**config.mk**
```make
export PLATFORM = sky130hd
export DESIGN_NAME = dcoel_top
export DESIGN_NICKNAME = d
export VERILOG_FILES = /design/src/rtl/dcoel_pkg.sv /design/src/rtl/dcoel_top.sv /design/src/rtl/dcoel_debounce.sv
export VERILOG_INCLUDE_DIRS = /design/src /design/src/rtl
export SDC_FILE = /design/constraint.sdc
export NUM_CORES = 1
export LEC_CHECK = 0
export ABC_AREA = 1
export BUFFER_PORTS_ARGS = -buffer_cell sky130_fd_sc_hd__buf_4
export CORE_ASPECT_RATIO = 1.25
export CORE_MARGIN = 3
export CORE_UTILIZATION = 35
export DETAILED_ROUTE_END_ITERATION = 7
export SYNTH_ARGS = -nofsm -noshare
export SYNTH_HDL_FRONTEND = slang
export SYNTH_SLANG_ARGS = --single-unit
export TNS_END_PERCENT = 1
```
**constraint.sdc**
```tcl
create_clock -name core_clk -period 4.6 [get_ports core_clk]
set_input_delay 0.92 -clock core_clk [delete_from_list [all_inputs] [get_ports core_clk]]
set_output_delay 0.92 -clock core_clk [all_outputs]
set_load 0.02 [all_outputs]
```
**src/rtl/dcoel_defs.svh**
```systemverilog
// constants of the dc output enable and lock control
// assumes a 10 MHz core clock and synchronous pin inputs
//
// Operation
// - remote mode: standby pin sets output unless alarm latched
// - standby pin polarity normal or inverted
// - open pin reads high, requests output on
// - unlocked pin level permits manual switch-on
// - locked pin refuses switch-on, flags error
// - output on, unlocked: requests still accepted
// - lock edge turns off; release restores on
// - off command cancels pending pin switch-on
// - setpoints honoured only while remote active
// - event actions: NONE disables, SIGNAL texts
// - WARNING: text, warning, sound, output stays
// - ALARM: text, alarm, sound, output off
// - alarm ack only after cause clears
// - overtemp/supply-fail optional auto resume
// - events evaluated only while output on
`ifndef DCOEL_DEFS_SVH
`define DCOEL_DEFS_SVH

// ---------------------------------------------------------------------
// timing
// ---------------------------------------------------------------------
`define DCOEL_CLK_HZ        10000000
`define DCOEL_DEB_US        1000
`define DCOEL_DEB_CYC       ((`DCOEL_CLK_HZ / 1000000) * `DCOEL_DEB_US)
`define DCOEL_ACK_LOW_MS    50
`define DCOEL_ACK_LOW_CYC   ((`DCOEL_CLK_HZ / 1000) * `DCOEL_ACK_LOW_MS)

// ---------------------------------------------------------------------
// register offsets (byte addresses)
// ---------------------------------------------------------------------
`define DCOEL_OFF_CTRL      8'h00
`define DCOEL_OFF_CMD       8'h04
`define DCOEL_OFF_EVT       8'h08
`define DCOEL_OFF_STAT      8'h0C

// ---------------------------------------------------------------------
// field positions
// ---------------------------------------------------------------------
`define DCOEL_CTRL_INV      0
`define DCOEL_CTRL_SOUND    1
`define DCOEL_CTRL_OTAUTO   2
`define DCOEL_CTRL_PFAUTO   3
`define DCOEL_CMD_ON        0
`define DCOEL_CMD_OFF       1
`define DCOEL_CMD_ACK       2
`define DCOEL_CMD_ERRCLR    3

// ---------------------------------------------------------------------
// reset values
// ---------------------------------------------------------------------
`define DCOEL_CTRL_RST      4'h0
`define DCOEL_EVT_RST       10'h000

`endif

```
**src/rtl/dcoel_pkg.sv**
```systemverilog
// types of the dc output enable and lock control
// assumes the constants header is included by the design files
package dcoel_pkg;

  // user event action
  typedef enum logic [1:0] {
    ACT_NONE    = 2'h0,
    ACT_SIGNAL  = 2'h1,
    ACT_WARNING = 2'h2,
    ACT_ALARM   = 2'h3
  } dcoel_act_t;

  // output state
  typedef enum logic [3:0] {
    ST_OFF    = 4'h1,
    ST_ON     = 4'h2,
    ST_LOCKED = 4'h4,
    ST_REMOTE = 4'h8
  } dcoel_st_t;

  // indications
  typedef struct packed {
    logic [4:0] evtText;
    logic       warnNotice;
    logic       alarmNotice;
    logic       sound;
    logic       errRefused;
  } dcoel_ind_t;

endpackage

```
**src/rtl/dcoel_top.sv**
```systemverilog
// dc output enable, lock, event and alarm control with axi4-lite regs
// assumes pins synchronous to core_clk; one write and one read at a time
`timescale 1ns/1ns
`default_nettype none
`include "dcoel_defs.svh"

module dcoel_top (
  input  wire logic        core_clk,
  input  wire logic        arst_n,
  // pins
  input  wire logic        outputStandbyPin,
  input  wire logic        remoteSelectPin_n,
  input  wire logic [11:0] currentSetpointInput,
  input  wire logic [11:0] powerSetpointInput,
  input  wire logic [11:0] voltageSetpointInput,
  input  wire logic [4:0]  eventCond,
  input  wire logic        overtempAlarm,
  input  wire logic        supplyFailAlarm,
  input  wire logic        protectAlarm,
  output logic             dcOutputOn,
  output logic [11:0]      currentSetpointOut,
  output logic [11:0]      powerSetpointOut,
  output logic [11:0]      voltageSetpointOut,
  output logic             setpointRemote,
  output logic             alarmLatched,
  output logic             soundOut,
  // axi4-lite
  input  wire logic [7:0]  s_axi_awaddr,
  input  wire logic        s_axi_awvalid,
  output logic             s_axi_awready,
  input  wire logic [31:0] s_axi_wdata,
  input  wire logic [3:0]  s_axi_wstrb,
  input  wire logic        s_axi_wvalid,
  output logic             s_axi_wready,
  output logic [1:0]       s_axi_bresp,
  output logic             s_axi_bvalid,
  input  wire logic        s_axi_bready,
  input  wire logic [7:0]  s_axi_araddr,
  input  wire logic        s_axi_arvalid,
  output logic             s_axi_arready,
  output logic [31:0]      s_axi_rdata,
  output logic [1:0]       s_axi_rresp,
  output logic             s_axi_rvalid,
  input  wire logic        s_axi_rready
);

  // ---------------------------------------------------------------------
  // state
  // ---------------------------------------------------------------------
  typedef struct packed {
    dcoel_pkg::dcoel_st_t  mode;
    logic                  pinPrev;
    logic                  pinReq;
    logic                  alarmLatch;
    logic                  autoHold;
    logic                  ackLow;
    logic [19:0]           ackCnt;
    logic [3:0]            ctrl;
    logic [9:0]            evtAct;
    dcoel_pkg::dcoel_ind_t ind;
    logic                  awHave;
    logic [7:0]            awAddr;
    logic                  wHave;
    logic [31:0]           wData;
    logic [3:0]            wStrb;
    logic                  bValid;
    logic [1:0]            bResp;
    logic                  rValid;
    logic [31:0]           rData;
    logic [1:0]            rResp;
    logic [11:0]           curSp;
    logic [11:0]           powSp;
    logic [11:0]           volSp;
  } dcoel_state_t;

  dcoel_state_t st_r;
  dcoel_state_t st_nxt;

  logic standbyDeb;
  logic remoteDeb_n;

  // ---------------------------------------------------------------------
  // pin conditioning
  // ---------------------------------------------------------------------
  // both pins synchronised and filtered before use
  dcoel_debounce #(.CYC(`DCOEL_DEB_CYC)) uStandby (
    .core_clk (core_clk),
    .arst_n   (arst_n),
    .pinIn    (outputStandbyPin),
    .rstLevel (1'b1),
    .pinOut   (standbyDeb)
  );

  dcoel_debounce #(.CYC(`DCOEL_DEB_CYC)) uRemote (
    .core_clk (core_clk),
    .arst_n   (arst_n),
    .pinIn    (remoteSelectPin_n),
    .rstLevel (1'b1),
    .pinOut   (remoteDeb_n)
  );

  // ---------------------------------------------------------------------
  // decoded levels and bus strobes
  // ---------------------------------------------------------------------
  logic       remoteAct;
  logic       pinRelease;
  logic       wrFire;
  logic       rdFire;
  logic       cmdOn;
  logic       cmdOff;
  logic       cmdAck;
  logic       cmdErrClr;
  logic       causeActive;
  logic       protTrip;
  logic [4:0] evtHit;
  logic       evtAlarm;
  logic       evtWarn;

  // polarity swaps the meaning of the pin level
  assign pinRelease = st_r.ctrl[`DCOEL_CTRL_INV] ? ~standbyDeb : standbyDeb;
  assign remoteAct  = ~remoteDeb_n;
  assign wrFire     = st_r.awHave && st_r.wHave && !st_r.bValid;
  assign rdFire     = s_axi_arvalid && s_axi_arready;
  assign cmdOn      = wrFire && st_r.awAddr == `DCOEL_OFF_CMD
                      && st_r.wStrb[0] && st_r.wData[`DCOEL_CMD_ON];
  assign cmdOff     = wrFire && st_r.awAddr == `DCOEL_OFF_CMD
                      && st_r.wStrb[0] && st_r.wData[`DCOEL_CMD_OFF];
  assign cmdAck     = wrFire && st_r.awAddr == `DCOEL_OFF_CMD
                      && st_r.wStrb[0] && st_r.wData[`DCOEL_CMD_ACK];
  assign cmdErrClr  = wrFire && st_r.awAddr == `DCOEL_OFF_CMD
                      && st_r.wStrb[0] && st_r.wData[`DCOEL_CMD_ERRCLR];
  assign causeActive = overtempAlarm || supplyFailAlarm || protectAlarm;
  assign protTrip   = causeActive;

  // events seen only while the output is on and not disabled
  always_comb begin
    evtHit   = 5'h00;
    evtAlarm = 1'b0;
    evtWarn  = 1'b0;
    for (int i = 0; i < 5; i++) begin
      if (dcOutputOn && eventCond[i]
          && st_r.evtAct[2*i +: 2] != dcoel_pkg::ACT_NONE) begin
        evtHit[i] = 1'b1;
        if (st_r.evtAct[2*i +: 2] == dcoel_pkg::ACT_WARNING) begin
          evtWarn = 1'b1;
        end
        if (st_r.evtAct[2*i +: 2] == dcoel_pkg::ACT_ALARM) begin
          evtAlarm = 1'b1;
        end
      end
    end
  end

  // ---------------------------------------------------------------------
  // next state
  // ---------------------------------------------------------------------
  // output control, alarms, events and register slave
  always_comb begin
    st_nxt = st_r;
    st_nxt.pinPrev = pinRelease;
    // error flag clear comes first so a refusal in the same cycle wins
    if (cmdErrClr) begin
      st_nxt.ind.errRefused = 1'b0;
    end

    // output state machine
    unique case (st_r.mode)
      dcoel_pkg::ST_OFF: begin
        if (remoteAct) begin
          // open pin reads high, so entry may switch on at once
          st_nxt.mode = dcoel_pkg::ST_REMOTE;
        end else if (cmdOn) begin
          if (pinRelease && !st_r.alarmLatch) begin
            st_nxt.mode = dcoel_pkg::ST_ON;
          end else if (!pinRelease) begin
            st_nxt.ind.errRefused = 1'b1;
          end
        end
      end
      dcoel_pkg::ST_ON: begin
        if (remoteAct) begin
          st_nxt.mode = dcoel_pkg::ST_REMOTE;
        end else if (!pinRelease) begin
          st_nxt.mode   = dcoel_pkg::ST_LOCKED;
          st_nxt.pinReq = 1'b1;
        end else if (cmdOff) begin
          st_nxt.mode = dcoel_pkg::ST_OFF;
        end
      end
      dcoel_pkg::ST_LOCKED: begin
        if (remoteAct) begin
          st_nxt.mode   = dcoel_pkg::ST_REMOTE;
          st_nxt.pinReq = 1'b0;
        end else if (cmdOff) begin
          st_nxt.pinReq = 1'b0;
        end else if (cmdOn) begin
          st_nxt.ind.errRefused = 1'b1;
        end
        if (!remoteAct && pinRelease) begin
          // release restores the output if still requested
          st_nxt.mode = (st_r.pinReq && !cmdOff && !st_r.alarmLatch)
                        ? dcoel_pkg::ST_ON : dcoel_pkg::ST_OFF;
          st_nxt.pinReq = 1'b0;
        end
      end
      dcoel_pkg::ST_REMOTE: begin
        if (!remoteAct) begin
          st_nxt.mode = dcoel_pkg::ST_OFF;
        end
      end
    endcase

    // alarm latching and auto resume hold
    if (protTrip) begin
      st_nxt.alarmLatch = 1'b1;
      if ((overtempAlarm && st_r.ctrl[`DCOEL_CTRL_OTAUTO])
          || (supplyFailAlarm && st_r.ctrl[`DCOEL_CTRL_PFAUTO])) begin
        if (dcOutputOn) begin
          st_nxt.autoHold = 1'b1;
        end
      end
    end
    if (evtAlarm) begin
      st_nxt.alarmLatch = 1'b1;
    end

    // remote ack: low for the full window then high
    if (remoteAct && !pinRelease) begin
      if (st_r.ackCnt != 20'(`DCOEL_ACK_LOW_CYC)) begin
        st_nxt.ackCnt = st_r.ackCnt + 20'h00001;
      end
    end else begin
      st_nxt.ackCnt = 20'h00000;
    end
    st_nxt.ackLow = remoteAct && pinRelease && !st_r.pinPrev
                    && st_r.ackCnt == 20'(`DCOEL_ACK_LOW_CYC);

    // acknowledge accepted only with the cause gone
    if ((cmdAck || st_r.ackLow) && !causeActive) begin
      st_nxt.alarmLatch = 1'b0;
      st_nxt.ind.alarmNotice = 1'b0;
      st_nxt.ind.warnNotice  = 1'b0;
    end

    // auto resume after overtemp or supply fail clears
    if (st_r.autoHold && !causeActive) begin
      st_nxt.autoHold = 1'b0;
      if (st_r.mode == dcoel_pkg::ST_OFF && pinRelease) begin
        st_nxt.mode = dcoel_pkg::ST_ON;
      end
    end

    // forced off by alarms
    if ((protTrip || evtAlarm) && st_r.mode != dcoel_pkg::ST_REMOTE) begin
      st_nxt.mode   = dcoel_pkg::ST_OFF;
      st_nxt.pinReq = 1'b0;
    end

    // indications; set wins over clear
    if (cmdErrClr) begin
      st_nxt.ind.evtText    = 5'h00;
    end
    st_nxt.ind.evtText = st_nxt.ind.evtText | evtHit;
    if (evtWarn) begin
      st_nxt.ind.warnNotice = 1'b1;
    end
    if (evtAlarm || protTrip) begin
      st_nxt.ind.alarmNotice = 1'b1;
    end
    st_nxt.ind.sound = st_r.ctrl[`DCOEL_CTRL_SOUND]
                       && (evtWarn || evtAlarm || protTrip);

    // setpoints pass only under remote control
    if (remoteAct) begin
      st_nxt.curSp = currentSetpointInput;
      st_nxt.powSp = powerSetpointInput;
      st_nxt.volSp = voltageSetpointInput;
    end

    // axi write channel capture
    if (s_axi_awvalid && !st_r.awHave) begin
      st_nxt.awHave = 1'b1;
      st_nxt.awAddr = s_axi_awaddr;
    end
    if (s_axi_wvalid && !st_r.wHave) begin
      st_nxt.wHave = 1'b1;
      st_nxt.wData = s_axi_wdata;
      st_nxt.wStrb = s_axi_wstrb;
    end
    if (wrFire) begin
      st_nxt.awHave = 1'b0;
      st_nxt.wHave  = 1'b0;
      st_nxt.bValid = 1'b1;
      st_nxt.bResp  = 2'h0;
      unique case (st_r.awAddr)
        `DCOEL_OFF_CTRL: begin
          if (st_r.wStrb[0]) begin
            st_nxt.ctrl = st_r.wData[3:0];
          end
        end
        `DCOEL_OFF_EVT: begin
          if (st_r.wStrb[0]) begin
            st_nxt.evtAct[7:0] = st_r.wData[7:0];
          end
          if (st_r.wStrb[1]) begin
            st_nxt.evtAct[9:8] = st_r.wData[9:8];
          end
        end
        `DCOEL_OFF_CMD: begin
        end
        default: begin
          st_nxt.bResp = 2'h2; // unmapped: slverr
        end
      endcase
    end
    if (st_r.bValid && s_axi_bready) begin
      st_nxt.bValid = 1'b0;
    end

    // axi read
    if (rdFire) begin
      st_nxt.rValid = 1'b1;
      st_nxt.rResp  = 2'h0;
      unique case (s_axi_araddr)
        `DCOEL_OFF_CTRL: st_nxt.rData = {28'h0000000, st_r.ctrl};
        `DCOEL_OFF_CMD:  st_nxt.rData = 32'h00000000;
        `DCOEL_OFF_EVT:  st_nxt.rData = {22'h000000, st_r.evtAct};
        `DCOEL_OFF_STAT: st_nxt.rData = {15'h0000, st_r.ind.evtText,
                                         st_r.mode, remoteAct, standbyDeb,
                                         st_r.pinReq, st_r.autoHold,
                                         st_r.alarmLatch,
                                         st_r.ind.errRefused,
                                         st_r.ind.warnNotice,
                                         st_r.ind.alarmNotice};
        default: begin
          st_nxt.rData = 32'h00000000;
          st_nxt.rResp = 2'h2;
        end
      endcase
    end else if (st_r.rValid && s_axi_rready) begin
      st_nxt.rValid = 1'b0;
    end
  end

  // ---------------------------------------------------------------------
  // registers
  // ---------------------------------------------------------------------
  // reset: output off, nothing latched, ctrl cleared to normal polarity
  always_ff @(posedge core_clk or negedge arst_n) begin
    if (!arst_n) begin
      st_r <= '{mode: dcoel_pkg::ST_OFF, pinPrev: 1'b1,
                ctrl: `DCOEL_CTRL_RST, evtAct: `DCOEL_EVT_RST,
                default: '0};
    end else begin
      st_r <= st_nxt;
    end
  end

  // ---------------------------------------------------------------------
  // outputs
  // ---------------------------------------------------------------------
  // in remote the pin level decides the output unless an alarm is latched
  assign dcOutputOn = (st_r.mode == dcoel_pkg::ST_ON)
                      || (st_r.mode == dcoel_pkg::ST_REMOTE && pinRelease
                          && !st_r.alarmLatch);
  assign currentSetpointOut = st_r.curSp;
  assign powerSetpointOut   = st_r.powSp;
  assign voltageSetpointOut = st_r.volSp;
  assign setpointRemote     = remoteAct;
  assign alarmLatched       = st_r.alarmLatch;
  assign soundOut           = st_r.ind.sound;
  assign s_axi_awready      = !st_r.awHave;
  assign s_axi_wready       = !st_r.wHave;
  assign s_axi_bvalid       = st_r.bValid;
  assign s_axi_bresp        = st_r.bResp;
  assign s_axi_arready      = !st_r.rValid;
  assign s_axi_rvalid       = st_r.rValid;
  assign s_axi_rdata        = st_r.rData;
  assign s_axi_rresp        = st_r.rResp;

endmodule
`default_nettype wire

```
**src/rtl/dcoel_debounce.sv**
```systemverilog
// debouncer for one slow digital pin
// assumes the pin is already synchronous to the clock
`timescale 1ns/1ns
`default_nettype none
`include "dcoel_defs.svh"

module dcoel_debounce #(
  parameter int unsigned CYC = 10
) (
  input  wire logic core_clk,
  input  wire logic arst_n,
  input  wire logic pinIn,
  input  wire logic rstLevel,
  output logic      pinOut
);

  typedef struct packed {
    logic        s1;
    logic        s2;
    logic [15:0] cnt;
    logic        lvl;
  } dcoel_deb_st_t;

  dcoel_deb_st_t st_r;
  dcoel_deb_st_t st_nxt;

  // two stage sync then stable-for-CYC filter
  always_comb begin
    st_nxt = st_r;
    st_nxt.s1 = pinIn;
    st_nxt.s2 = st_r.s1;
    if (st_r.s2 == st_r.lvl) begin
      st_nxt.cnt = 16'h0000;
    end else if (st_r.cnt == 16'(CYC - 1)) begin
      st_nxt.cnt = 16'h0000;
      st_nxt.lvl = st_r.s2;
    end else begin
      st_nxt.cnt = st_r.cnt + 16'h0001;
    end
  end

  // reset takes the open-pin level (high)
  always_ff @(posedge core_clk or negedge arst_n) begin
    if (!arst_n) begin
      st_r <= '{s1: 1'b1, s2: 1'b1, cnt: 16'h0000, lvl: 1'b1};
    end else begin
      st_r <= st_nxt;
    end
  end

  assign pinOut = st_r.lvl;

endmodule
`default_nettype wire

```
* Word level (Yosys, flattened, before mapping)
Index checks and enable logic that the tools add are counted.
** Storage, ports and cells
- Word-level logic and storage cells :: 241
- Register bits :: 210
- Output and inout bits :: 81
** Operators by class
- Eq/ne operators :: 30
- Bitwise operators :: 5
- Reductions and logical operators :: 84
- Mux-type cells :: 83
- Add/subtract/negate cells :: 3
** Operators with widths (number)
- $mux W16 :: 4
- $mux W1 :: 52
- $pmux W17 S3 :: 1
- $mux W4 :: 12
- $logic_and A1 B1 Y1 :: 40
- $mux W20 :: 2
- $mux W37 :: 1
- $add A16 B1 Y16 const B :: 2
- $eq A16 B14 Y1 const B :: 2
- $reduce_bool A2 Y1 :: 14
- $eq A8 B4 Y1 const B :: 3
- $add A20 B1 Y20 const B :: 1
- $eq A2 B2 Y1 const B :: 10
- $eq A20 B19 Y1 const B :: 1
- $ne A20 B19 Y1 const B :: 1
- $eq A8 B3 Y1 const B :: 2
- $logic_not A8 Y1 :: 2
- $pmux W4 S4 :: 1
- $reduce_and A3 Y1 :: 4
- $mux W2 :: 5
- $logic_not A1 Y1 :: 9
- $mux W9 :: 1
- $logic_or A1 B1 Y1 :: 8
- $reduce_bool A3 Y1 :: 2
- other kinds (19) :: 25

* Longest topological paths before layout
Gate-level depths: netlist of run 1.
- Depth after elaboration :: 20
- Depth in mapped cells :: 12
- Gate-level depth less buffers :: 12

* Hierarchy
Synthesis of run 1 repeated with hierarchy kept, for this count alone.
** Second synthesis, totals
- Cell total of the unflattened synthesis :: 1043
- Area total of the unflattened synthesis :: 8563.2 sq um
** By module, submodules not included
- dcoel_top :: area an instance 6583.8 sq um, instances 1, cells an instance 801
- dcoel_debounce :: area an instance 989.7 sq um, instances 2, cells an instance 121

* Worst setup path after synthesis of run 1
OpenSTA, ideal clock, no wires.
- Path type :: register to output
- Start point :: register uRemote.st_r, in the netlist uRemote.pinOut
- End point :: output setpointRemote
- Buffers on the path :: 2
- Path slack :: 2.574 ns
- Data required time :: 3.680 ns
- Arrival :: 1.106 ns
- Stages on the path, launching flop included :: 4
- Cells stage by stage :: dfstp_2 -> buf_2 -> clkinv_1 -> clkbuf_1
** On the way
- Word-level cells in the longest chain between the ends :: 1
** RTL lines
- from (decl) :: RTL line dcoel_debounce.sv:24 : dcoel_deb_st_t st_r;
- from (signal assigned) :: RTL line dcoel_debounce.sv:45 : st_r <= '{s1: 1'b1, s2: 1'b1, cnt: 16'h0000, lvl: 1'b1};
- from (signal assigned) :: RTL line dcoel_debounce.sv:47 : st_r <= st_nxt;
- $not A1 Y1 :: RTL line dcoel_top.sv:121 : assign remoteAct = ~remoteDeb_n;
- to (decl) :: RTL line dcoel_top.sv:24 : output logic setpointRemote,
No other way between the ends.

* Worst setup path after layout of run 1
Ends and elaborated chain as after synthesis.

==> flow_summary.json, run 1 <==
{
  "place_area_um2": 9390,
  "dr.max_layer_used": "met4",
  "place.gp.congestion": 0.882,
  "vias_per_cell": 4.55,
  "final_core_util_pct": 42.9,
  "yosysWarnings": 0,
  "hp-class": "reg -> reg",
  "power_density_nw_per_um2": 414,
  "max_freq_mhz": 344,
  "fillers": 2365,
  "nets": 1216,
  "grt_pass1_wl_um": 31500,
  "ys_ff_latch": 169,
  "ant_nets": 0,
  "synth-edff-count": 0,
  "cts_max_level": 4,
  "wl_met3_um": 689,
  "cts_setup_buffers": 0,
  "crit_path_end_kind": "output port",
  "synth_flop_cell": "dfrtp_1",
  "grt_setup_unrepaired": "false",
  "final_min_period_over_clock_period_pct": 63.2,
  "finalSetupViolCount": 0,
  "finClkSkew_ns": 0.00903,
  "clkTransAtPathRegs_ns": 0.07,
  "regArea_um2": 4240,
  "synth_area_per_cell_um2": 8.31,
  "hold_violations": 0,
  "drt_iter0_drc": 370,
  "fin_crit_ns": 2.91,
  "synth_top_area_share_pct": 47.9,
  "p_sw_share_pct": 30.3,
  "cts-resized-gates": 0,
  "yosysTopAreaCell": "dfrtp_1",
  "met1_length_um": 8860,
  "grtUsageTotal_pct": 15.0,
  "crit_path_max_fanout": 46,
  "pwr-share-clk_pct": 37.2,
  "setup_slack_ns": 1.69,
  "slew_violations": 0,
  "via_count": 6554,
  "overflow": 0,
  "wl_met2_um": 9380,
  "num_rows": 62,
  "drt-total-wl_um": 19200,
  "p_int_uw": 2890,
  "die_x_um": 145,
  "port_buffers": 144,
  "cp-start-kind": "flop",
  "syn-instance-count": 1013,
  "ys_seq_area_share_pct": 50.4,
  "criticalPathCategory": "reg -> out",
  "vdd_drop_max_v": 0.000273,
  "fin_area_um2": 10000,
  "insertion_delay_ns": 0.43,
  "synth_cell_types": 46,
  "grt_pass1_vias": 6411,
  "cts_root_buf": "clkbuf_16",
  "core_um2": 23300,
  "grt_max_degree": 88,
  "pre_cts_ws_ns": 2.06,
  "synth_commonest_cells": "266 x nand2_1, 161 x dfrtp_1, 98 x inv_1",
  "antenna_cells": 0,
  "io_pins": 186,
  "synth.most_common_cell": "nand2_1",
  "dr.pass1.iters": 6,
  "drc": 0,
  "max_slew.worst_pin.slew_ns": 0.905,
  "synthArstFlopShare_pct": 100,
  "antenna_found_initial": 0,
  "power_leakage_uw": 0.00488,
  "pwr-share-comb_pct": 17.6,
  "clkSinkCount": 169,
  "maxCapViolCount": 0,
  "clk_path_buf_depth": 2,
  "tns_ns": 0,
  "wl_per_cell_um": 13.3,
  "yosys-top-cells-area": "dfrtp_1 48%, nand2_1 12%, buf_4 6.4%",
  "cts_tree": "done",
  "start_util_pct": 36.0,
  "multi_input_area_um2": 3220,
  "critical_path_arrival_ns": 1.99,
  "final_layout_size_suffix_gt1_share_pct": 20.6,
  "hpwl_um": 14100,
  "netlist_area_um2": 8420,
  "pwr-share-seq_pct": 45.2,
  "die_y_um": 179,
  "status": "finished, final reports clean",
  "cts_buffers": 17,
  "die_area_um2": 26000,
  "required_ns": 3.68,
  "postCtsHoldBufs": 0,
  "switchingPower_uw": 1260,
  "synthToLayoutAreaGrowth_pct": 19.1,
  "slew_headroom_pct": 39.7
}
[metrics by stage]
step                cells  power, uW  hold slack, ns
floorplan            1029       2380           0.345
global placement     1408       2620           0.346
detailed placement   1408       2640           0.348
CTS                  1440       4210           0.358
global route         1440       4390           0.361
finish               1440       4150           0.358
[critical path, cell delays in order, from the launching register on]
cell	delay, ns
dfstp_2	1.13
clkinv_1	0.20
buf_4	0.21
[final timing paths]
path                                    start                     to  slack, ns  cells after the start
setup reg to reg               uRemote.pinOut              st_r[169]       2.26                      7
hold reg to reg            uRemote.st_nxt[17]       uRemote.st_r[17]       0.36                      0
max in group asynchronous              arst_n              st_r[167]       3.07                      2
hold / removal             uRemote.st_nxt[17]       uRemote.st_r[17]       0.36                      0
setup / recovery               uRemote.pinOut         setpointRemote       1.69                      2
min in group asynchronous              arst_n  currentSetpointOut[1]       0.54                      1
[registers in the layout, indices dropped and copies added, names as in the netlist, 12 cells and up]
name,count
currentSetpointOut,12
powerSetpointOut,12
s_axi_rdata,17
st_r,72
uRemote.st_r,17
uStandby.st_r,17
voltageSetpointOut,12
[routing by layer]
metal,GRT usage [%],vias up
li1,-,3358
met1,19.7,3060
met2,25.1,116
met3,3.21,20
met4,4.04,0
met5,0,-
[placed cells by master (no fill, tap or decap), drive strengths merged, types with 5 or more instances in the layout]
cell | netlist | final
xor2 | 16 | 16
nor2 | 103 | 103
mux2 | 8 | 8
conb | 1 | 17
nor4 | 13 | 13
nor3 | 25 | 25
dfrtp | 161 | 161
nand2 | 273 | 273
o31ai | 7 | 7
dfstp | 8 | 8
inv | 103 | 111
buf | 79 | 148
nand3 | 60 | 60
nand4 | 15 | 15
o21ai | 51 | 51
nor3b | 8 | 8
o21a | 5 | 5
clkbuf | 10 | 18
or2 | 5 | 5
a21oi | 39 | 39
[area by class of cell]
cell class | count | share of cell area [%]
Sequential cell | 169 | 42.3
Inverter | 106 | 3.97
Clock buffer | 18 | 4.38
Timing Repair Buffer | 148 | 11.2
Tap cell | 320 | 3.99
Multi-Input combinational cell | 665 | 32.1
Clock inverter | 14 | 2.01
[kinds of logic after synthesis]
| family | after synthesis | synth area share, % |
|---|---|---|
| compound gates | 113 | 7.33 |
| xor+xnor | 18 | 1.87 |
| fa+ha+maj | 4 | 0.595 |
| buf+inv | 195 | 12.1 |
| flops | 169 | 50.4 |
| mux | 8 | 1.07 |
| other cells | 1 | 0.0446 |
| simple gates | 505 | 26.7 |
[power by group through the flow]
| stage | clock network (uW) | registers, uW | logic [uW] |
|---|---|---|---|
| 3_3_place_gp | 0 | 1890 | 726 |
| 4_1_cts | 1590 | 1870 | 745 |
| 6_report | 1540 | 1880 | 731 |
| 2_1_floorplan | 0 | 1860 | 520 |
| 5_1_grt | 1650 | 1900 | 838 |
| 3_5_place_dp | 0 | 1900 | 744 |
Note: power is estimated with default switching activity, not from simulation.
==> run 2, diff against run 1 <==
==> constraint.sdc (replaced) <==
create_clock -name core_clk -period 2.4 [get_ports core_clk]
set_input_delay 0.48 -clock core_clk [delete_from_list [all_inputs] [get_ports core_clk]]
set_output_delay 0.48 -clock core_clk [all_outputs]
set_load 0.02 [all_outputs]
==> run 2 against run 1 <==
Against the previous run: count of clock-buffer cells in the layout grew 1; non-clock buffer count rose by 8; global-route usage about the same; wire length grew 0.66%; clock power increased by 75%; worst setup slack got worse by 1.4 ns; cell count up 0.56%; register-to-register slack got worse by 1.6 ns; clock skew hardly changed; final area rose by 0.19%; critical path type unchanged; critical endpoint unchanged; largest cell class unchanged.
==> flow_summary.json, run 2 (synthesis results as in run 1) <==
{
  "vdd_drop_max_v": 0.000501,
  "grt_max_degree": 55,
  "slew_headroom_pct": 58.1,
  "status": "finished, final reports clean",
  "r2r_setup_slack_ns": 0.70,
  "cts_max_level": 4,
  "layout_common_cells": "266 x nand2_1, 161 x dfrtp_1, 152 x buf_4, 98 x inv_1, 94 x nor2_1",
  "grt_setup_unrepaired": "false",
  "die_area_um2": 26000,
  "r2r_cells": 11,
  "insertion_delay_ns": 0.42,
  "port_buffers": 144,
  "power_leakage_uw": 0.00490,
  "core_um2": 23300,
  "required_ns": 1.92,
  "setup_slack_ns": 0.258,
  "place.gp.congestion": 0.822,
  "cp-start-kind": "flop",
  "final_layout_size_suffix_gt1_share_pct": 21.1,
  "clkSinkCount": 169,
  "nets": 1224,
  "cts_tree": "done",
  "hold_start": "outputStandbyPin",
  "max_stage_delay_ns": 0.66,
  "hpwl_um": 14500,
  "power_density_nw_per_um2": 768,
  "r2r-end": "st_r[170]",
  "hp-class": "in -> reg",
  "slew_violations": 0,
  "path_cells": "clkinv_1 -> buf_4",
  "vias_per_cell": 4.58,
  "maxCapViolCount": 0,
  "hold_violations": 0,
  "cp-startpoint": "uRemote.pinOut",
  "final_min_period_over_clock_period_pct": 89.2,
  "antenna_found_initial": 0,
  "whs_path_depth": 1,
  "grtUsageTotal_pct": 15.0,
  "via_count": 6631,
  "drt-total-wl_um": 19300,
  "largest_reg_flops": 72,
  "fin_crit_ns": 2.14,
  "finalSetupViolCount": 0,
  "fillers": 2368,
  "crit_path_max_fanout": 11,
  "overflow": 0,
  "die_x_um": 145,
  "antenna_cells": 0,
  "critical_path_arrival_ns": 1.66,
  "whs_ns": 0.167,
  "max_slew.worst_pin.slew_ns": 0.623,
  "ant_nets": 0,
  "io_pins": 186,
  "synthToLayoutAreaGrowth_pct": 19.4,
  "max_freq_mhz": 467,
  "drc": 0,
  "num_rows": 62,
  "slowest_stage": "dfstp_2",
  "clkTransAtPathRegs_ns": 0.07,
  "tns_ns": 0,
  "final_common_cell": "nand2_1",
  "cts_buffers": 17,
  "min_to": "uStandby.st_nxt[17]",
  "finClkSkew_ns": 0.00886,
  "criticalPathCategory": "reg -> out",
  "drt_iter0_drc": 306,
  "pre_cts_ws_ns": 0.583,
  "start_util_pct": 36.0,
  "crit_path_end_kind": "output port",
  "die_y_um": 179,
  "critPathBufInv": 2,
  "grt_pass1_wl_um": 31300,
  "regMostFlops": "st_r",
  "grt_pass1_vias": 6423,
  "clk_path_buf_depth": 2,
  "regToRegStartpoint": "st_r[170]",
  "wl_per_cell_um": 13.3,
  "dr.pass1.iters": 5,
  "cts_root_buf": "clkbuf_16",
  "path_delay_family": "flip-flops"
}
==> run 2: power breakdown <==
part / internal, uW / leakage, uW / total [uW] / switching (uW)
combinational: 563 / 0.00251 / 1420 / 852
sequential: 3280 / 0.00210 / 3590 / 314
clock: 1510 / 0.000289 / 2700 / 1190
==> run 2: layout make-up <==
class | instances | area [um2] | area share (%)
inverters | 106 | 398 | 3.96
repair buffers | 156 | 1200 | 12.0
clock inverters | 13 | 131 | 1.31
well taps | 320 | 400 | 3.99
clock buffers | 19 | 453 | 4.51
multi-input cells | 665 | 3220 | 32.1
flip-flops and latches | 169 | 4240 | 42.2
==> run 2: repair_timing <==
action,4_1_cts,5_1_grt
hold buffers,1,0
endpoints found under the hold margin,3,0
setup buffers,0,0
resized for setup,0,0
==> run 2: stage by stage <==
step	total power [uW]	utilization [%]	std cells	cell area, um2
5_1_grt	8170	43.0	1448	10000
2_1_floorplan	4560	-	1029	8480
6_report	7710	43.0	1448	10000
4_1_cts	7820	43.0	1448	10000
3_3_place_gp	5040	40.5	1415	9450
3_5_place_dp	5080	40.5	1415	9450
==> run 2: how the worst max path moves through the flow <==
stage                                end  depth (start not counted)
after floorplan           setpointRemote                          3
after global placement    s_axi_rdata[3]                          5
after detailed placement  s_axi_rdata[3]                          5
after CTS                 setpointRemote                          2
after global routing          dcOutputOn                          6
final                     setpointRemote                          2
==> run 2: per-layer routing <==
layer  vias up  share of wire [%]  GRT usage, %
li1       3373                  -             -
met1      3093                 44          18.9
met2       145                 50          25.8
met3        20                4.2          3.19
met4         0                1.5          4.55
met5         -                  0             0
